File: src/rtl/bas_map.vh
// constants for the bipolar converter serial port
`ifndef BAS_MAP_VH
`define BAS_MAP_VH
`define BAS_FRAME_BITS 5'd16
`define BAS_MAG_BITS 12
`define BAS_ID_MSB 15
`define BAS_SIGN_BIT 12
`define BAS_CTRL_ADDR 4'h0
`define BAS_SEQ_ADDR 4'h1
`define BAS_REFCFG_ADDR 4'h2
`define BAS_STATUS_ADDR 4'h3
`define BAS_CTRL_WR_BIT 15
`define BAS_CTRL_CH_LSB 10
`define BAS_CTRL_MODE_LSB 8
`define BAS_CTRL_SEQ_BIT 3
`define BAS_CTRL_REF_BIT 2
`define BAS_REF_EN_BIT 0
`define BAS_CTRL_RESET 16'h0000
`define BAS_SEQ_RESET 8'h01
`define BAS_REF_RESET 1'b0
`define BAS_FIFO_DEPTH 8
`define BAS_FIFO_AW 3
`endif

File: src/rtl/bas_fifo.v
// small valid/ready fifo holding finished conversion words
`timescale 1ns/1ps
`default_nettype none
module bas_fifo #(
  parameter WIDTH = 16,
  parameter DEPTH = 8,
  parameter AW = 3
) (
  input wire sys_clk_i,
  input wire rstn_i,
  input wire in_valid_i,
  output wire in_ready_o,
  input wire [WIDTH-1:0] in_data_i,
  output wire out_valid_o,
  input wire out_ready_i,
  output wire [WIDTH-1:0] out_data_o,
  output wire [AW:0] level_o
);
  reg [WIDTH-1:0] mem [0:DEPTH-1];
  reg [AW:0] wr_reg;
  reg [AW:0] rd_reg;
  wire [AW:0] used;
  wire do_wr;
  wire do_rd;
  assign used = wr_reg - rd_reg;
  assign in_ready_o = (used != DEPTH[AW:0]);
  assign out_valid_o = (used != {(AW+1){1'b0}});
  assign out_data_o = mem[rd_reg[AW-1:0]];
  assign level_o = used;
  assign do_wr = in_valid_i & in_ready_o;
  assign do_rd = out_valid_o & out_ready_i;
  always @(posedge sys_clk_i) begin
    if (do_wr) begin
      mem[wr_reg[AW-1:0]] <= in_data_i;
    end
  end
  always @(posedge sys_clk_i) begin
    if (!rstn_i) begin
      wr_reg <= {(AW+1){1'b0}};
      rd_reg <= {(AW+1){1'b0}};
    end else begin
      if (do_wr) begin
        wr_reg <= wr_reg + {{AW{1'b0}}, 1'b1};
      end
      if (do_rd) begin
        rd_reg <= rd_reg + {{AW{1'b0}}, 1'b1};
      end
    end
  end
endmodule
`default_nettype wire

File: src/rtl/bas_serial_port.v
// serial port and conversion control of the bipolar converter
//
// Functional notes
// host serial clock times access and conversion
// output bit changes on serial clock fall
// host gives sixteen clocks per frame
// frame is channel id, sign, magnitude
// shift out msb first, id top bit
// frame select low starts conversion, opens window
// input bit captured on serial clock fall
// mux output follows control or sequence channel
// internal reference disabled after power-up
// channel and mode bits from control register
// power-up selects channel zero on mux
// output released while frame select high
//
// Chosen here: the placing of the registers and strobed register access.
`timescale 1ns/1ps
`include "bas_map.vh"
`default_nettype none
module bas_serial_port (
  input wire sys_clk_i,
  input wire rstn_i,
  input wire frame_n_i,
  input wire sclk_i,
  input wire din_i,
  output reg dout_o,
  output reg dout_oe_o,
  input wire [12:0] sample_i,
  output wire [2:0] positive_mux_output_o,
  output wire [1:0] input_mode_o,
  output wire internal_ref_en_o,
  output wire conv_busy_o,
  output wire word_valid_o,
  input wire word_ready_i,
  output wire [15:0] word_data_o,
  input wire [3:0] addr_i,
  input wire [15:0] wdata_i,
  input wire wr_i,
  input wire rd_i,
  output reg [15:0] rdata_o
);
  reg [1:0] frame_sync_reg;
  reg [1:0] sclk_sync_reg;
  reg [1:0] din_sync_reg;
  reg sclk_last_reg;
  reg active_reg;
  reg frame_last_reg;
  reg [4:0] bit_cnt_reg;
  reg [15:0] out_sh_reg;
  reg [15:0] in_sh_reg;
  reg [15:0] ctrl_reg;
  reg [7:0] seq_reg;
  reg [2:0] seq_ch_reg;
  reg ref_en_reg;
  reg [2:0] conv_ch_reg;
  reg conv_busy_reg;
  reg ovf_reg;
  wire frame_q;
  wire sclk_q;
  wire din_q;
  wire frame_fall;
  wire frame_rise;
  wire sclk_fall;
  wire [2:0] sel_ch;
  wire fifo_in_ready;
  wire fifo_in_valid;
  wire [3:0] fifo_level;
  wire software_ctrl_wr;

  function [2:0] next_seq_ch;
    input [2:0] cur;
    input [7:0] mask;
    integer k;
    reg [2:0] cand;
    reg found;
    begin
      next_seq_ch = cur;
      found = 1'b0;
      for (k = 1; k <= 8; k = k + 1) begin
        cand = cur + k[2:0];
        if (!found && mask[cand]) begin
          next_seq_ch = cand;
          found = 1'b1;
        end
      end
    end
  endfunction

  assign frame_q = frame_sync_reg[1];
  assign sclk_q = sclk_sync_reg[1];
  assign din_q = din_sync_reg[1];
  // pins cross two flops; sclk edges found on the synced copy
  assign sclk_fall = sclk_last_reg & ~sclk_q & active_reg;
  assign frame_fall = frame_last_reg & ~frame_q;
  assign frame_rise = ~frame_last_reg & frame_q;

  // sequencer picks next enabled channel, else control channel
  assign sel_ch = ctrl_reg[`BAS_CTRL_SEQ_BIT] ? seq_ch_reg
                  : ctrl_reg[`BAS_CTRL_CH_LSB +: 3];
  assign positive_mux_output_o = sel_ch;
  assign input_mode_o = ctrl_reg[`BAS_CTRL_MODE_LSB +: 2];
  assign internal_ref_en_o = ref_en_reg;
  assign conv_busy_o = conv_busy_reg;
  // software may not retarget the mux mid-frame
  assign software_ctrl_wr = wr_i && (addr_i == `BAS_CTRL_ADDR) && !active_reg;

  always @(posedge sys_clk_i) begin
    if (!rstn_i) begin
      frame_sync_reg <= 2'b11;
      sclk_sync_reg <= 2'b00;
      din_sync_reg <= 2'b00;
      sclk_last_reg <= 1'b0;
      frame_last_reg <= 1'b1;
    end else begin
      frame_sync_reg <= {frame_sync_reg[0], frame_n_i};
      sclk_sync_reg <= {sclk_sync_reg[0], sclk_i};
      din_sync_reg <= {din_sync_reg[0], din_i};
      sclk_last_reg <= sclk_q;
      frame_last_reg <= frame_q;
    end
  end

  // frame engine: conversion starts at frame select fall
  always @(posedge sys_clk_i) begin
    if (!rstn_i) begin
      active_reg <= 1'b0;
      bit_cnt_reg <= 5'd0;
      out_sh_reg <= 16'h0000;
      in_sh_reg <= 16'h0000;
      dout_o <= 1'b0;
      dout_oe_o <= 1'b0;
      conv_ch_reg <= 3'h0;
      conv_busy_reg <= 1'b0;
      ctrl_reg <= `BAS_CTRL_RESET;
      seq_ch_reg <= 3'h0;
      ref_en_reg <= `BAS_REF_RESET;
    end else begin
      if (frame_fall) begin
        active_reg <= 1'b1;
        conv_busy_reg <= 1'b1;
        bit_cnt_reg <= 5'd0;
        conv_ch_reg <= sel_ch;
        // result of previous conversion goes out this frame
        out_sh_reg <= {conv_ch_reg, sample_i};
        dout_o <= conv_ch_reg[2];
        dout_oe_o <= 1'b1;
      end else if (frame_rise) begin
        active_reg <= 1'b0;
        conv_busy_reg <= 1'b0;
        dout_oe_o <= 1'b0;
        // short frames abort; only a full word updates registers
        if (bit_cnt_reg == `BAS_FRAME_BITS) begin
          if (in_sh_reg[`BAS_CTRL_WR_BIT]) begin
            if (in_sh_reg[14:11] == `BAS_CTRL_ADDR) begin
              ctrl_reg <= {5'h00, in_sh_reg[10:0]};
              seq_ch_reg <= 3'h0;
            end else if (in_sh_reg[14:11] == `BAS_REFCFG_ADDR) begin
              ref_en_reg <= in_sh_reg[`BAS_REF_EN_BIT];
            end
          end
          if (ctrl_reg[`BAS_CTRL_SEQ_BIT]) begin
            seq_ch_reg <= next_seq_ch(seq_ch_reg, seq_reg);
          end
        end
      end else if (sclk_fall && bit_cnt_reg != `BAS_FRAME_BITS) begin
        in_sh_reg <= {in_sh_reg[14:0], din_q};
        out_sh_reg <= {out_sh_reg[14:0], 1'b0};
        dout_o <= out_sh_reg[14];
        bit_cnt_reg <= bit_cnt_reg + 5'd1;
        if (bit_cnt_reg == `BAS_FRAME_BITS - 5'd1) begin
          conv_busy_reg <= 1'b0;
        end
      end
      if (software_ctrl_wr) begin
        ctrl_reg <= wdata_i;
      end
      if (wr_i && addr_i == `BAS_REFCFG_ADDR) begin
        ref_en_reg <= wdata_i[`BAS_REF_EN_BIT];
      end
    end
  end

  always @(posedge sys_clk_i) begin
    if (!rstn_i) begin
      seq_reg <= `BAS_SEQ_RESET;
    end else if (wr_i && addr_i == `BAS_SEQ_ADDR) begin
      seq_reg <= wdata_i[7:0];
    end
  end

  // finished word pushed into fifo at sixteenth clock
  assign fifo_in_valid = sclk_fall && (bit_cnt_reg == `BAS_FRAME_BITS - 5'd1)
                         && !frame_fall && !frame_rise;

  always @(posedge sys_clk_i) begin
    if (!rstn_i) begin
      ovf_reg <= 1'b0;
    end else if (fifo_in_valid && !fifo_in_ready) begin
      ovf_reg <= 1'b1;
    end else if (rd_i && addr_i == `BAS_STATUS_ADDR) begin
      ovf_reg <= 1'b0;
    end
  end

  bas_fifo #(
    .WIDTH(16),
    .DEPTH(`BAS_FIFO_DEPTH),
    .AW(`BAS_FIFO_AW)
  ) u_fifo (
    .sys_clk_i(sys_clk_i),
    .rstn_i(rstn_i),
    .in_valid_i(fifo_in_valid),
    .in_ready_o(fifo_in_ready),
    .in_data_i({conv_ch_reg, sample_i}),
    .out_valid_o(word_valid_o),
    .out_ready_i(word_ready_i),
    .out_data_o(word_data_o),
    .level_o(fifo_level)
  );

  always @(posedge sys_clk_i) begin
    if (!rstn_i) begin
      rdata_o <= 16'h0000;
    end else if (rd_i) begin
      case (addr_i)
        `BAS_CTRL_ADDR: rdata_o <= ctrl_reg;
        `BAS_SEQ_ADDR: rdata_o <= {8'h00, seq_reg};
        `BAS_REFCFG_ADDR: rdata_o <= {15'h0000, ref_en_reg};
        `BAS_STATUS_ADDR: rdata_o <= {7'h00, ovf_reg, fifo_level,
                                      conv_busy_reg, sel_ch};
        default: rdata_o <= 16'h0000;
      endcase
    end else begin
      rdata_o <= 16'h0000;
    end
  end
endmodule
`default_nettype wire

File: config.mk
export PLATFORM = sky130hd
export DESIGN_NAME = bas_serial_port
export DESIGN_NICKNAME = d
export VERILOG_FILES = /design/src/rtl/bas_fifo.v /design/src/rtl/bas_serial_port.v
export VERILOG_INCLUDE_DIRS = /design/src /design/src/rtl
export SDC_FILE = /design/constraint.sdc
export NUM_CORES = 1
export LEC_CHECK = 0
export BUFFER_PORTS_ARGS = -buffer_cell sky130_fd_sc_hd__buf_2
export CAP_MARGIN = 20
export CORE_UTILIZATION = 64
export DETAILED_ROUTE_END_ITERATION = 6
export PLACE_DENSITY = 0.94
export SYNTH_ARGS = -nofsm -noshare
export SYNTH_HDL_FRONTEND = slang
export SYNTH_SLANG_ARGS = --single-unit
File: constraint.sdc
create_clock -name sys_clk_i -period 6 [get_ports sys_clk_i]
set_input_delay 0.6 -clock sys_clk_i [delete_from_list [all_inputs] [get_ports sys_clk_i]]
set_output_delay 0.6 -clock sys_clk_i [all_outputs]
set_load 0.02 [all_outputs]
==> flow_summary.toml <==
[run_status]
outcome = "complete, no violations"

[route]
dr.pass1.iters = 5
dr_wl_met3_um = 1438
drc = 0
vias = 6772
wl_met1_um = 8601
maxUsedRoutingLayer = "met4"
drt_first_iter_violations = 459
met2_length_um = 11690
wl_um = 22410
routedWlPerCell_um = 20.56
drtAntennaViolNets = 0
vias_per_cell = 6.213

[cts]
path_clk_slew_ns = 0.06
clock_latency_ns = 0.52
numCtsBuffers = 24
cts_max_level = 1
cts_tree = "done"
cts_setup_buffers = 0
cts_sinks = 234
ctsResizeCount = 0
hold_buffers = 0
root_buffer = "clkbuf_16"
clockBufferDepth = 3

[global_route]
grt_max_degree = 71
grt_pass1_wl_um = 35140
overflow = 0
antenna_found_initial = 0
grt_pass1_vias = 6679
grt_usage_pct = 27.94

[setup_path]
reg2reg_from = "u_fifo.wr_reg[0]"
worst_setup_path_start_kind = "register"
path_class = "reg -> out"
worstPathArrival_ns = 2.96
reg2reg_setup_slack_ns = 2.54
r2r_cells = 8
required_ns = 5.40
critPathMaxFanout = 8
worstSetupEndpointType = "output port"
rr_endpoint = "u_fifo.mem[2][12]"

[sta]
setup_viol = 0
fin_crit_ns = 3.555
slew_headroom_pct = 27.51
worst_pin_slew_ns = 1.078
fmax_mhz = 281.3
rsz0062_at_grt = "no"
hold_violations = 0
skew_ns = 0.01369
maxSlewViolCount = 0
post-route-period-util_pct = 59.26
setup_tns_ns = 0

[floorplanning]
std_cell_rows = 45
start_util_pct = 66.26
core_area_um2 = 15310
ios = 83
die_x_um = 127.9
die_area_um2 = 16360
chipHeight_um = 127.9

[placed_design]
gp_congestion = 0.8826
port_buffers = 82
detailed_place_hpwl_um = 14740
dp.cells = 1045

[hold_path]
hp-class = "in -> reg"
hold_path_depth = 2
hold_end = "frame_sync_reg[0]"
hp-start = "frame_n_i"

[power_and_ir_drop]
power_mw = 3.773
vdd_drop_max_uv = 248.0
pwr-share-seq_pct = 46.2
switchingPower_uw = 929.2
pwr_density_cell_nw_per_um2 = 326.3
pwr-share-clk_pct = 38.3
p_comb_share_pct = 15.5
swShare_pct = 24.62
p_leak_nw = 3.984
intPower_mw = 2.844

[logic_synthesis]
ys_ff_latch = 234
synthesis.nets = 839
synth_edf_count = 128
synth_cell_types = 62
ys.flop_type = "edfxtp_1"
netlist_area_um2 = 10150
yosys_warnings = 0
netlist_instances = 785
postSynthAreaPerCell_um2 = 12.93
seq_area_frac_synth_pct = 58.79
ys_async_sr_fraction_pct = 0

[cells_and_area]
drive_gt1_share_pct = 23.55
final_cells = 1090
final_cell_mix = "edfxtp_1, dfxtp_1, buf_2"
diodes = 0
final_common_cell = "edfxtp_1"
largest_register_ffs = 128
syn_to_final_growth_pct = 13.97
finalNetCount = 916

[flow_run]
drv_cap = 0
[power groups by stage]
stage	clock network (mW)	logic, mW	registers [mW]
after floorplan	0	0.443	1.76
after global placement	0	0.513	1.82
after detailed placement	0	0.531	1.82
after CTS	1.46	0.534	1.79
after global routing	1.52	0.632	1.75
final	1.44	0.585	1.74
[final cells by class]
type / count / area, µm²
Inverter: 22 / 82.58
Tap cell: 211 / 264.0
Sequential cell: 234 / 5967
Fill cell: 954 / 3750
Timing Repair Buffer: 98 / 550.5
Multi-Input combinational cell: 482 / 3935
Clock inverter: 8 / 103.9
Clock buffer: 35 / 661.9
[critical path, stage by stage, from the launching register on]
cell     delay, ns
dfxtp_1       0.57
inv_1         0.18
ha_1          0.23
inv_1         0.07
fa_1          0.44
or3b_1        0.45
or3_1         0.34
buf_2         0.16
[cells in the mapped netlist (10+ instances only)]
library cell / number / area [µm²]
inv_1: 21 / 78.83
nor3_1: 11 / 55.05
clkbuf_1: 34 / 127.6
and2_1: 15 / 93.84
edfxtp_1: 128 / 3844
a211oi_1: 20 / 150.1
ha_1: 12 / 150.1
a21oi_1: 33 / 165.2
mux4_2: 36 / 810.8
o21ai_0: 10 / 50.05
mux2_2: 26 / 292.8
nand2_1: 66 / 247.7
nand3_1: 30 / 150.1
mux2i_1: 49 / 490.5
dfxtp_1: 106 / 2122
nor2_1: 71 / 266.5
a311oi_1: 12 / 105.1
[worst max path at each step]
stage | end | slack (ns) | cells after the start | start
finish | word_valid_o | 2.44 | 7 | u_fifo.wr_reg[0]
detailed placement | u_fifo.mem[2][10] | 2.63 | 8 | u_fifo.wr_reg[0]
global placement | u_fifo.mem[2][10] | 2.82 | 8 | u_fifo.wr_reg[0]
CTS | word_valid_o | 2.46 | 7 | u_fifo.wr_reg[0]
floorplan | u_fifo.mem[2][0] | 2.16 | 9 | u_fifo.wr_reg[0]
global route | word_valid_o | 2.31 | 7 | u_fifo.wr_reg[0]
[per-stage QoR]
stage	instance area (µm²)	setup slack, ns	hold slack (ns)	util, %
after CTS	11530	2.455	0.2814	75.29
after global placement	10760	2.820	0.4407	70.29
after floorplan	10150	2.160	0.3863	-
final	11560	2.445	0.2916	75.51
after global routing	11560	2.306	0.2976	75.51
after detailed placement	10760	2.627	0.4434	70.29
[cells by family (layout without fill, tap and decap cells)]
kind of cell | Yosys count | in the layout | synth area share [%]
buffers and inverters | 69 | 163 | 2.885
multiplexers | 119 | 119 | 17.66
AND/OR/NAND/NOR | 232 | 232 | 10.84
flip-flops | 234 | 234 | 58.79
XOR/XNOR | 10 | 10 | 0.8631
AO/OA/AOI/OAI | 108 | 108 | 7.287
adder cells (fa/ha/maj) | 13 | 13 | 1.677
[layer usage]
metal,GRT usage [%],up-vias
met2,49.78,283
met3,3.881,47
met4,10.52,0
met5,0,-
li1,-,3129
met1,34.72,3313
(Power assumes the default switching activity.)
